File: config.mk
export PLATFORM = sky130hd
export DESIGN_NAME = det_timer
export DESIGN_NICKNAME = d
export VERILOG_FILES = /design/src/det_pkg.sv /design/src/det_prescaler.sv /design/src/det_channel.sv /design/src/det_timer.sv
export SDC_FILE = /design/constraint.sdc
export NUM_CORES = 1
export LEC_CHECK = 0
export CORE_AREA = 2 2 104 106
export CTS_BUF_LIST = sky130_fd_sc_hd__clkbuf_8
export CTS_CLUSTER_SIZE = 16
export DETAILED_ROUTE_END_ITERATION = 16
export DIE_AREA = 0 0 106 108
export DONT_BUFFER_PORTS = 1
export GPL_TIMING_DRIVEN = 0
export PLACE_DENSITY = 0.79
export SYNTH_ARGS = -nofsm -noshare
export SYNTH_HDL_FRONTEND = slang
export SYNTH_HIERARCHICAL = 1
export SYNTH_SLANG_ARGS = --single-unit
File: constraint.sdc
create_clock -name pclk -period 3.6 [get_ports pclk]
set_input_delay 0.54 -clock pclk [delete_from_list [all_inputs] [get_ports pclk]]
set_output_delay 0.54 -clock pclk [all_outputs]
set_load 0.02 [all_outputs]
File: src/det_pkg.sv
// constants, types and helpers for the dual 8-bit interval and event timer
// Function
// [RULE_01] mode register runs counters; resets 00H
// [RULE_02] software changes mode only while stopped
// [RULE_03] cascaded pair started/stopped by first enable only
// [RULE_04] output control register, resets to 00H
// [RULE_05] drive enable picks port latch or flop
// [RULE_06] toggle enable gates flop inversion on match
// [RULE_07] set/clear pair: keep, force 0, force 1
// [RULE_08] set and clear bits always read zero
// [RULE_09] output control written only while stopped
// [RULE_10] software clears direction and latch bits first
// [RULE_11] port direction per pin, resets FFH
// [RULE_12] match clears counter, keeps counting, interrupts
// [RULE_13] clock select low nibble one, high two
// [RULE_14] event mode counts own input pin
// [RULE_15] event mode counts rising or falling edge
// [RULE_16] enabled toggle gives square wave on match
// [RULE_17] cascade bit chains overflow into counter two
// [RULE_18] bit 0 enables the cascaded pair
// [RULE_19] interval is compare plus one count periods
// [RULE_20] unlisted clock select codes never count
`default_nettype none
package det_pkg;

	localparam int unsigned DATA_W        = 32;
	localparam int unsigned PRE_W         = 11;

	// register indices, byte address is four times the index
	localparam logic [15:0] IDX_CLK_SEL   = 16'hff41;
	localparam logic [15:0] IDX_OUT_CTL   = 16'hff4f;
	localparam logic [15:0] IDX_MODE      = 16'hff49;
	localparam logic [15:0] IDX_P3_DIR    = 16'hff23;
	localparam logic [15:0] IDX_P3_LATCH  = 16'hff03;
	localparam logic [15:0] IDX_CMP_ONE   = 16'hff4a;
	localparam logic [15:0] IDX_CMP_TWO   = 16'hff4b;
	localparam logic [15:0] IDX_CNT_ONE   = 16'hff4c;
	localparam logic [15:0] IDX_CNT_TWO   = 16'hff4d;

	// mode control fields
	localparam int unsigned MODE_RUN_ONE  = 0;
	localparam int unsigned MODE_RUN_TWO  = 1;
	localparam int unsigned MODE_CASCADE  = 2;
	localparam logic [7:0]  MODE_MASK     = 8'h07;

	// output control fields
	localparam int unsigned OUT_OE_ONE    = 0;
	localparam int unsigned OUT_TOG_ONE   = 1;
	localparam int unsigned OUT_CLR_ONE   = 2;
	localparam int unsigned OUT_SET_ONE   = 3;
	localparam int unsigned OUT_OE_TWO    = 4;
	localparam int unsigned OUT_TOG_TWO   = 5;
	localparam int unsigned OUT_CLR_TWO   = 6;
	localparam int unsigned OUT_SET_TWO   = 7;
	localparam logic [7:0]  OUT_KEEP_MASK = 8'h33;

	// clock select field positions
	localparam int unsigned CS_ONE_LSB    = 0;
	localparam int unsigned CS_TWO_LSB    = 4;

	// port 3 pin positions
	localparam int unsigned PIN_WAVE_ONE  = 1;
	localparam int unsigned PIN_WAVE_TWO  = 2;
	localparam int unsigned PIN_EVT_ONE   = 3;
	localparam int unsigned PIN_EVT_TWO   = 4;

	// reset values
	localparam logic [7:0]  RST_MODE      = 8'h00;
	localparam logic [7:0]  RST_OUT_CTL   = 8'h00;
	localparam logic [7:0]  RST_P3_DIR    = 8'hff;
	localparam logic [7:0]  RST_P3_LATCH  = 8'h00;
	localparam logic [7:0]  RST_CLK_SEL   = 8'h00;
	localparam logic [7:0]  RST_CMP       = 8'h00;
	localparam logic [7:0]  RST_CNT       = 8'h00;

	// count clock select codes
	localparam logic [3:0]  CS_FALL       = 4'h0;
	localparam logic [3:0]  CS_RISE       = 4'h1;
	localparam logic [3:0]  CS_DIV2       = 4'h6;
	localparam logic [3:0]  CS_DIV4       = 4'h7;
	localparam logic [3:0]  CS_DIV8       = 4'h8;
	localparam logic [3:0]  CS_DIV16      = 4'h9;
	localparam logic [3:0]  CS_DIV32      = 4'ha;
	localparam logic [3:0]  CS_DIV64      = 4'hb;
	localparam logic [3:0]  CS_DIV128     = 4'hc;
	localparam logic [3:0]  CS_DIV256     = 4'hd;
	localparam logic [3:0]  CS_DIV512     = 4'he;
	localparam logic [3:0]  CS_DIV2048    = 4'hf;

	typedef enum logic [1:0] {
		BUS_IDLE = 2'b01,
		BUS_ACK  = 2'b10
	} det_bus_e;

	typedef struct packed {
		logic run;
		logic inc;
		logic self_clr;
		logic force_clr;
		logic ff_set;
		logic ff_clr;
		logic toggle;
	} det_chan_ctl_s;

	typedef struct packed {
		logic [7:0] count;
		logic       equal;
		logic       wrap;
		logic       flop;
	} det_chan_sts_s;

	function automatic logic [31:0] det_addr(input logic [15:0] idx);
		det_addr = {14'h0000, idx, 2'b00};
	endfunction

	// one count pulse for the selected source
	function automatic logic det_count_pulse(input logic [3:0] sel, input logic [PRE_W-1:0] pre,
		input logic rise, input logic fall);
		case (sel)
			CS_FALL:    det_count_pulse = fall;
			CS_RISE:    det_count_pulse = rise;
			CS_DIV2:    det_count_pulse = pre[0];
			CS_DIV4:    det_count_pulse = &pre[1:0];
			CS_DIV8:    det_count_pulse = &pre[2:0];
			CS_DIV16:   det_count_pulse = &pre[3:0];
			CS_DIV32:   det_count_pulse = &pre[4:0];
			CS_DIV64:   det_count_pulse = &pre[5:0];
			CS_DIV128:  det_count_pulse = &pre[6:0];
			CS_DIV256:  det_count_pulse = &pre[7:0];
			CS_DIV512:  det_count_pulse = &pre[8:0];
			CS_DIV2048: det_count_pulse = &pre[10:0];
			default:    det_count_pulse = 1'b0;
		endcase
	endfunction

endpackage
`default_nettype wire

File: src/det_prescaler.sv
// free-running divider for the internal count clocks
`timescale 1ns/10ps
`default_nettype none
module det_prescaler
	import det_pkg::*;
(
	input  wire logic             pclk,
	input  wire logic             presetn,
	output var  logic [PRE_W-1:0] pre_q
);

	always_ff @(posedge pclk or negedge presetn)
	begin
		if (!presetn)
			pre_q <= '0;
		else
			pre_q <= pre_q + 1'b1;
	end

endmodule
`default_nettype wire

File: src/det_channel.sv
// one 8-bit counter with compare and output flop
`timescale 1ns/10ps
`default_nettype none
module det_channel
	import det_pkg::*;
(
	input  wire logic          pclk,
	input  wire logic          presetn,
	input  wire det_chan_ctl_s ctl,
	input  wire logic [7:0]    cmp,
	output var  det_chan_sts_s sts
);

	logic [7:0] count_q;
	logic       flop_q;
	logic       step;
	logic       equal;

	assign step  = ctl.run & ctl.inc;
	assign equal = (count_q == cmp);

	always_ff @(posedge pclk or negedge presetn)
	begin
		if (!presetn)
			count_q <= RST_CNT;
		else if (ctl.force_clr)
			count_q <= '0;
		else if (step && ctl.self_clr && equal)
			count_q <= '0; // [RULE_12] [RULE_19]
		else if (step)
			count_q <= count_q + 8'h01;
	end

	// forced levels win over a toggle in the same cycle
	always_ff @(posedge pclk or negedge presetn)
	begin
		if (!presetn)
			flop_q <= 1'b0;
		else if (ctl.ff_set)
			flop_q <= 1'b1; // [RULE_07]
		else if (ctl.ff_clr)
			flop_q <= 1'b0; // [RULE_07]
		else if (ctl.toggle)
			flop_q <= ~flop_q; // [RULE_16]
	end

	always_comb
	begin
		sts.count = count_q;
		sts.equal = equal;
		sts.wrap  = step & (count_q == 8'hff) & ~ctl.force_clr & ~(ctl.self_clr & equal); // [RULE_17]
		sts.flop  = flop_q;
	end

endmodule
`default_nettype wire

File: src/det_timer.sv
// dual 8-bit interval and event timer with apb register access
//
// Implementation choice: register access over APB.
`timescale 1ns/10ps
`default_nettype none
module det_timer
	import det_pkg::*;
(
	input  wire logic              pclk,
	input  wire logic              presetn,
	input  wire logic              psel,
	input  wire logic              penable,
	input  wire logic              pwrite,
	input  wire logic [31:0]       paddr,
	input  wire logic [DATA_W-1:0] pwdata,
	output var  logic [DATA_W-1:0] prdata,
	output var  logic              pready,
	output var  logic              pslverr,
	input  wire logic [7:0]        p3_in,
	output var  logic [7:0]        p3_out,
	output var  logic [7:0]        p3_oe,
	output var  logic              match_irq_one,
	output var  logic              match_irq_two
);

	det_bus_e          bus_q;
	logic [DATA_W-1:0] prdata_q;
	logic              pready_q;
	logic              pslverr_q;

	logic [7:0]        mode_q;
	logic [7:0]        out_ctl_q;
	logic [7:0]        p3_dir_q;
	logic [7:0]        p3_latch_q;
	logic [7:0]        clk_sel_q;
	logic [7:0]        cmp_one_q;
	logic [7:0]        cmp_two_q;

	logic [7:0]        p3_meta_q;
	logic [7:0]        p3_sync_q;
	logic [7:0]        p3_prev_q;
	logic [7:0]        p3_out_q;
	logic [7:0]        p3_oe_q;
	logic              irq_one_q;
	logic              irq_two_q;

	logic [PRE_W-1:0]  pre;
	det_chan_ctl_s     ctl_one;
	det_chan_ctl_s     ctl_two;
	det_chan_sts_s     sts_one;
	det_chan_sts_s     sts_two;

	logic              sel_mode;
	logic              sel_out;
	logic              sel_dir;
	logic              sel_latch;
	logic              sel_clk;
	logic              sel_cmp_one;
	logic              sel_cmp_two;
	logic              sel_cnt_one;
	logic              sel_cnt_two;
	logic              mapped;
	logic              wr_fire;
	logic [7:0]        rd_byte;
	logic [7:0]        p3_view;

	logic              cascade;
	logic              run_one;
	logic              run_two;
	logic              rise_one;
	logic              fall_one;
	logic              rise_two;
	logic              fall_two;
	logic              pulse_one;
	logic              pulse_two;
	logic              hit_one;
	logic              hit_two;
	logic              both_hit;
	logic              wr_out;
	logic              set_one;
	logic              clr_one;
	logic              set_two;
	logic              clr_two;
	logic [7:0]        p3_out_d;
	logic [7:0]        p3_oe_d;

	// address decode
	assign sel_mode    = (paddr == det_addr(IDX_MODE));
	assign sel_out     = (paddr == det_addr(IDX_OUT_CTL));
	assign sel_dir     = (paddr == det_addr(IDX_P3_DIR));
	assign sel_latch   = (paddr == det_addr(IDX_P3_LATCH));
	assign sel_clk     = (paddr == det_addr(IDX_CLK_SEL));
	assign sel_cmp_one = (paddr == det_addr(IDX_CMP_ONE));
	assign sel_cmp_two = (paddr == det_addr(IDX_CMP_TWO));
	assign sel_cnt_one = (paddr == det_addr(IDX_CNT_ONE));
	assign sel_cnt_two = (paddr == det_addr(IDX_CNT_TWO));
	assign mapped      = sel_mode | sel_out | sel_dir | sel_latch | sel_clk
		| sel_cmp_one | sel_cmp_two | sel_cnt_one | sel_cnt_two;

	// writes land at the edge that samples pready high
	assign wr_fire = (bus_q == BUS_ACK) & psel & penable & pwrite & mapped;

	// input pins read the synchronised level, output pins the latch
	assign p3_view = (p3_dir_q & p3_sync_q) | (~p3_dir_q & p3_latch_q);

	always_comb
	begin
		rd_byte = 8'h00;
		if (sel_mode)
			rd_byte = mode_q;
		else if (sel_out)
			rd_byte = out_ctl_q; // [RULE_08]
		else if (sel_dir)
			rd_byte = p3_dir_q;
		else if (sel_latch)
			rd_byte = p3_view;
		else if (sel_clk)
			rd_byte = clk_sel_q;
		else if (sel_cmp_one)
			rd_byte = cmp_one_q;
		else if (sel_cmp_two)
			rd_byte = cmp_two_q;
		else if (sel_cnt_one)
			rd_byte = sts_one.count;
		else if (sel_cnt_two)
			rd_byte = sts_two.count;
	end

	// bus handshake: one wait cycle, then pready for one cycle
	always_ff @(posedge pclk or negedge presetn)
	begin
		if (!presetn)
		begin
			bus_q     <= BUS_IDLE;
			pready_q  <= 1'b0;
			pslverr_q <= 1'b0;
			prdata_q  <= '0;
		end
		else
		begin
			case (bus_q)
				BUS_IDLE:
				begin
					if (psel && penable)
					begin
						bus_q     <= BUS_ACK;
						pready_q  <= 1'b1;
						pslverr_q <= ~mapped;
						prdata_q  <= pwrite ? '0 : {24'h000000, rd_byte};
					end
				end
				BUS_ACK:
				begin
					bus_q     <= BUS_IDLE;
					pready_q  <= 1'b0;
					pslverr_q <= 1'b0;
				end
				default:
				begin
					bus_q     <= BUS_IDLE;
					pready_q  <= 1'b0;
					pslverr_q <= 1'b0;
				end
			endcase
		end
	end

	// mode control
	always_ff @(posedge pclk or negedge presetn)
	begin
		if (!presetn)
			mode_q <= RST_MODE; // [RULE_01]
		else if (wr_fire && sel_mode)
			mode_q <= pwdata[7:0] & MODE_MASK; // [RULE_01]
	end

	// output control, set and clear bits are not stored
	always_ff @(posedge pclk or negedge presetn)
	begin
		if (!presetn)
			out_ctl_q <= RST_OUT_CTL; // [RULE_04]
		else if (wr_out)
			out_ctl_q <= pwdata[7:0] & OUT_KEEP_MASK; // [RULE_04] [RULE_08]
	end

	// port 3 direction and latch
	always_ff @(posedge pclk or negedge presetn)
	begin
		if (!presetn)
			p3_dir_q <= RST_P3_DIR; // [RULE_11]
		else if (wr_fire && sel_dir)
			p3_dir_q <= pwdata[7:0]; // [RULE_11]
	end

	always_ff @(posedge pclk or negedge presetn)
	begin
		if (!presetn)
			p3_latch_q <= RST_P3_LATCH;
		else if (wr_fire && sel_latch)
			p3_latch_q <= pwdata[7:0];
	end

	// clock select and compare values
	always_ff @(posedge pclk or negedge presetn)
	begin
		if (!presetn)
			clk_sel_q <= RST_CLK_SEL;
		else if (wr_fire && sel_clk)
			clk_sel_q <= pwdata[7:0];
	end

	always_ff @(posedge pclk or negedge presetn)
	begin
		if (!presetn)
		begin
			cmp_one_q <= RST_CMP;
			cmp_two_q <= RST_CMP;
		end
		else
		begin
			if (wr_fire && sel_cmp_one)
				cmp_one_q <= pwdata[7:0];
			if (wr_fire && sel_cmp_two)
				cmp_two_q <= pwdata[7:0];
		end
	end

	// pin synchroniser and edge history
	always_ff @(posedge pclk or negedge presetn)
	begin
		if (!presetn)
		begin
			p3_meta_q <= 8'h00;
			p3_sync_q <= 8'h00;
			p3_prev_q <= 8'h00;
		end
		else
		begin
			p3_meta_q <= p3_in;
			p3_sync_q <= p3_meta_q;
			p3_prev_q <= p3_sync_q;
		end
	end

	assign rise_one = p3_sync_q[PIN_EVT_ONE] & ~p3_prev_q[PIN_EVT_ONE]; // [RULE_14]
	assign fall_one = ~p3_sync_q[PIN_EVT_ONE] & p3_prev_q[PIN_EVT_ONE]; // [RULE_14]
	assign rise_two = p3_sync_q[PIN_EVT_TWO] & ~p3_prev_q[PIN_EVT_TWO]; // [RULE_14]
	assign fall_two = ~p3_sync_q[PIN_EVT_TWO] & p3_prev_q[PIN_EVT_TWO]; // [RULE_14]

	// count pulse per channel, prohibited codes give none
	assign pulse_one = det_count_pulse(clk_sel_q[CS_ONE_LSB +: 4], pre, rise_one, fall_one); // [RULE_13] [RULE_15] [RULE_20]
	assign pulse_two = det_count_pulse(clk_sel_q[CS_TWO_LSB +: 4], pre, rise_two, fall_two); // [RULE_13] [RULE_15] [RULE_20]

	// run control and cascade
	assign cascade  = mode_q[MODE_CASCADE]; // [RULE_17]
	assign run_one  = mode_q[MODE_RUN_ONE];
	assign run_two  = cascade ? mode_q[MODE_RUN_ONE] : mode_q[MODE_RUN_TWO]; // [RULE_18] [RULE_03]

	// compare matches
	assign hit_one  = run_one & pulse_one & sts_one.equal; // [RULE_12]
	assign both_hit = cascade & hit_one & sts_two.equal; // [RULE_17]
	assign hit_two  = cascade ? both_hit : (run_two & pulse_two & sts_two.equal); // [RULE_12]

	// flop set and clear on output control writes, 11 changes nothing
	assign wr_out  = wr_fire & sel_out;
	assign set_one = wr_out & pwdata[OUT_SET_ONE] & ~pwdata[OUT_CLR_ONE]; // [RULE_07]
	assign clr_one = wr_out & pwdata[OUT_CLR_ONE] & ~pwdata[OUT_SET_ONE]; // [RULE_07]
	assign set_two = wr_out & pwdata[OUT_SET_TWO] & ~pwdata[OUT_CLR_TWO]; // [RULE_07]
	assign clr_two = wr_out & pwdata[OUT_CLR_TWO] & ~pwdata[OUT_SET_TWO]; // [RULE_07]

	always_comb
	begin
		ctl_one.run       = run_one;
		ctl_one.inc       = pulse_one;
		ctl_one.self_clr  = ~cascade;
		ctl_one.force_clr = both_hit;
		ctl_one.ff_set    = set_one;
		ctl_one.ff_clr    = clr_one;
		ctl_one.toggle    = hit_one & out_ctl_q[OUT_TOG_ONE]; // [RULE_06] [RULE_16]
		ctl_two.run       = run_two;
		ctl_two.inc       = cascade ? sts_one.wrap : pulse_two; // [RULE_17]
		ctl_two.self_clr  = ~cascade;
		ctl_two.force_clr = both_hit;
		ctl_two.ff_set    = set_two;
		ctl_two.ff_clr    = clr_two;
		ctl_two.toggle    = hit_two & out_ctl_q[OUT_TOG_TWO]; // [RULE_06] [RULE_16]
	end

	det_prescaler u_prescaler (
		.pclk    (pclk),
		.presetn (presetn),
		.pre_q   (pre)
	);

	det_channel u_chan_one (
		.pclk    (pclk),
		.presetn (presetn),
		.ctl     (ctl_one),
		.cmp     (cmp_one_q),
		.sts     (sts_one)
	);

	det_channel u_chan_two (
		.pclk    (pclk),
		.presetn (presetn),
		.ctl     (ctl_two),
		.cmp     (cmp_two_q),
		.sts     (sts_two)
	);

	// match interrupt pulses
	always_ff @(posedge pclk or negedge presetn)
	begin
		if (!presetn)
		begin
			irq_one_q <= 1'b0;
			irq_two_q <= 1'b0;
		end
		else
		begin
			irq_one_q <= hit_one; // [RULE_12]
			irq_two_q <= hit_two; // [RULE_12]
		end
	end

	// pin drive: direction bit 0 drives, timer flop replaces the latch
	always_comb
	begin
		p3_oe_d  = ~p3_dir_q;
		p3_out_d = p3_latch_q;
		if (out_ctl_q[OUT_OE_ONE])
			p3_out_d[PIN_WAVE_ONE] = sts_one.flop; // [RULE_05]
		if (out_ctl_q[OUT_OE_TWO])
			p3_out_d[PIN_WAVE_TWO] = sts_two.flop; // [RULE_05]
	end

	always_ff @(posedge pclk or negedge presetn)
	begin
		if (!presetn)
		begin
			p3_out_q <= 8'h00;
			p3_oe_q  <= 8'h00;
		end
		else
		begin
			p3_out_q <= p3_out_d;
			p3_oe_q  <= p3_oe_d;
		end
	end

	assign prdata        = prdata_q;
	assign pready        = pready_q;
	assign pslverr       = pslverr_q;
	assign p3_out        = p3_out_q;
	assign p3_oe         = p3_oe_q;
	assign match_irq_one = irq_one_q;
	assign match_irq_two = irq_two_q;

endmodule
`default_nettype wire

# After elaboration in Yosys (flattened, before gate mapping)
# Index checks and enable logic that the tools add are counted.
# W data, S select, Z words.
# totals
romBits	0
memories	0
reg_bits	151
input_bits	77
out_inout_bits	52
latchBits	0
mem_bits_rw	0
# op_classes
n_addsub	3
bitwise	56
n_lt_le_gt_ge	0
shift	0
n_div	0
n_reduce_logical	27
muxes	35
mul	0
eq_ne	37
# op_table
op	n
$eq A32 B18 Y1 const B	9
$mux W8	16
$eq A4 B4 Y1 const B	16
$and A1 B1 Y1	30
$pmux W1 S12	2
$add A8 B1 Y8 const B	2
$and A8 B8 Y8	2
$eq A4 B3 Y1 const B	4
$eq A8 B8 Y1	2
$mux W1	15
$not A1 Y1	14
$reduce_bool A3 Y1	4
$add A11 B1 Y11 const B	1
$logic_and A1 B1 Y1	11
$reduce_and A11 Y1	1
$reduce_and A9 Y1	1
$eq A4 B1 Y1 const B	2
$eq A8 B8 Y1 const B	1
$logic_not A4 Y1	2
$not A8 Y8	1
$or A1 B1 Y1	8
$or A8 B8 Y8	1
$reduce_and A8 Y1	1
$reduce_and A7 Y1	1
other kinds (9)	11

# Depth between registers and ports, before layout
# logic_depth
depth_word	16
ltp_mapped	17
mapped_depth_nobuf	13

# Modules after synthesis
# The synthesis kept the hierarchy.
# modules_own_cells
mod	area_per_inst_um2	seq_area_each_um2	n_inst	cells_per_inst
det_timer	4760.8	2363.5	1	433
det_channel	671.9	225.2	2	73
det_prescaler	439.2	275.3	1	33

# Least setup slack after synthesis
# No wires, ideal clock.
# synth_path
path_kind	flip-flop to flip-flop
startpoint	reg u_chan_one.count_q[6]
endpoint	reg u_chan_two.count_q[2]
setup_time_ns	0.101
t_arrival_ns	2.947
period_less_slack_ns	3.048
path_slack_ns	0.552
path_stages_with_launch	18
t_required_ns	3.499
path_cell_list	dfrtp_1 xnor2_1 nand4_2 nor2_4 buf_4 nand2_1 a211oi_1 and3_1 clkbuf_1 a2111oi_4 nand2_1 nand2_1 and2_1 clkbuf_2 buf_2 nand3_1 o21ai_0 nor4_1
# synth_lines
element	line_no	source
from (decl)	det_channel.sv:14	logic [7:0] count_q;
from (signal assigned)	det_channel.sv:31	count_q <= count_q + 8'h01;
to (signal assigned)	det_channel.sv:31	
to (decl)	det_channel.sv:14	

==> results.md <==
* Final-report max-slew violation count at 0
* Final hold vios at 0
* Clock buffer depth at 2
* First drt pass iteration count at 6
* Final core utilization at 70.3%
* Worst setup EP type: register
* Syn Inst Count at 610
* Layout Cells excl Fill at 802
* CP Class: reg -> reg
* Final setup margin at 0.155 ns
* Via count at 5011
* Core Area at 0.0102 mm^2
* Initial antenna violation count at 0
* Fin crit share at 95.7%
* Lkg Pwr at 3.11 nW
* # fillers at 779
* Skew-Pair Late Insertion Delay at 0.43 ns
* CTS clk-pin slew, worst paths at 0.08 ns
* Mapped Avg Cell Area at 10.7 um^2
* Area grow syn2layout at 10.5%
* WL per Instance at 20.0 um
* Grt ovf at 0
* Worst endpoint required time at 3.94 ns
* CP bufs+invs at 4
* Antenna Nets Post-Route at 0
* CP delay by family, top: simple AND/OR/NAND/NOR gates
* Worst vdd ir at 0.273 mV
* Die area at 0.0114 mm^2
* First-pass GRT wire length at 25.7 mm
* Sink Count at 123
* Height of the die at 108 um
* Power per cell area at 370 mW/mm^2
* Via density at 6.25
* Placed cell areas at 0.00677 mm^2
* N_diodes at 0
* Worst relative slew slack at 38.7%
* Status: finished clean
* Dpl ws at -0.318 ns
* Total CTS buffers at 17
* Achievable frequency at 290 MHz
* Vias in the first global route at 4867
* CTS HTree Levels at 4
* Die W at 106 um
* Rows at 37
* Crit path cell chain: xnor2_1 -> nand4_2 -> nor2_4 -> buf_4 -> nand2_1 -> a211oi_4 -> and3_2 -> clkbuf_4 -> a2111oi_4 -> nand2_1 -> nand2_1 -> and2_1 -> clkbuf_2 -> buf_2 -> nand3_1 -> o21ai_0 -> nor4_1
* Residual DRC at 0
* RePlAce Congestion at 0.940
* Layout cells sized above 1 at 24.6%
* Initial Util at 63.6%
* CP peak stage delay at 0.47 ns
* Worst clock skew at 0.0129 ns
* Final design instance area without fill at 0.00719 mm^2
* Top reg by flops: u_prescaler/pre_q
* Commonest cells after routing, fill and taps aside: dfrtp_1, mux2_2, nand2_1
* CTS Root Cell: clkbuf_8
* Number of flip-flops under the largest register name at 11
* Final min period at 3.44 ns
* Initial DRC count at 490
* Hold crit path type: in -> async
* Kind of start point of the critical path: register
* Max Cap Viol at 0
* Pin count of the biggest net entering global routing at 124
* Routed wire length at 16.1 mm
* CTS tree: done
* Yosys warnings at 6
* Tot Pwr at 2.66 mW
* Arrival time worst endpoint at 3.78 ns
* Crit path max fanout at 10
* Final setup viols at 0
* Port Buffers at 0
* Slowest library cell on the worst path: dfrtp_1
* Slew @ Worst Pin at 0.918 ns
* Worst R2R Setup Slack at 0.16 ns
* Synth Cell Area at 0.00651 mm^2
* Number of cells after detailed placement at 769
* Fin nets at 733
* Most common cell after layout, fill and taps aside: dfrtp_1
* I/O pin count at 129
* Total Routing Usage GR at 29.4%
* Final HPWL DP at 11.5 mm
* Most frequent CP cell: nand2_1
## final timing paths
| kind | cells past startpoint | end | startpoint |
|---|---|---|---|
| min | 1 | out_ctl_q[5] | presetn |
| min reg2reg | 0 | p3_sync_q[7] | p3_meta_q[7] |
| max reg2reg | 17 | u_chan_two/count_q[4] | u_chan_one/count_q[5] |
| max in group asynchronous | 1 | u_chan_one/count_q[0] | presetn |
| min in group pclk | 0 | p3_meta_q[6] | p3_in[6] |
| max | 17 | u_chan_two/count_q[4] | u_chan_one/count_q[5] |
## metrics by stage
stage	setup TNS [ns]	hold WS (ns)
after global routing	-0.0313	0.102
after CTS	0	0.0760
final	0	0.0858
after detailed placement	-1.57	0.246
after global placement	-0.624	0.246
after floorplan	0	0.244
## where the power goes
part / leakage (nW) / internal, mW / switching [mW]
logic: 1.37 / 0.0419 / 0.0853
clock network: 0.180 / 0.563 / 0.569
registers: 1.56 / 1.39 / 0.00936
total: 3.11 / 2.00 / 0.664
## layer usage
| layer | routed length, um | track usage, % | up-vias |
|---|---|---|---|
| met5 | 0 | 0 | - |
| met4 | 406 | 11.7 | 0 |
| met3 | 1320 | 7.05 | 33 |
| met2 | 7700 | 47.1 | 224 |
| met1 | 6640 | 39.0 | 2489 |
| li1 | - | - | 2265 |
## worst reg2reg max path, cell delays in order, from the launching register on
cell and delay, ns:
dfrtp_1 0.47, xnor2_1 0.24, nand4_2 0.24, nor2_4 0.23, buf_4 0.13, nand2_1 0.08, a211oi_4 0.36, and3_2 0.30
clkbuf_4 0.23, a2111oi_4 0.05, nand2_1 0.09, nand2_1 0.07, and2_1 0.14, clkbuf_2 0.13, buf_2 0.19, nand3_1 0.09
o21ai_0 0.10, nor4_1 0.23
## cell type report
type / instances / area, um^2 / area share [%]
buffer: 49 / 324 / 4.51
clock buffer: 18 / 248 / 3.44
timing repair buffer: 1 / 27.5 / 0.383
clock inverter: 14 / 124 / 1.72
multi-input combinational: 438 / 3120 / 43.4
inverter: 23 / 86.3 / 1.20
tap: 136 / 170 / 2.37
sequential: 123 / 3090 / 43.0
## timing repair
action                                  4_1_cts  5_1_grt
gates cloned                                  0        0
setup buffers                                 0        0
endpoints found under the setup margin        7        7
gates resized for setup                       2        7
hold buffers                                  1        0
endpoints found under the hold margin       123        0
(Power assumes the default switching activity.)
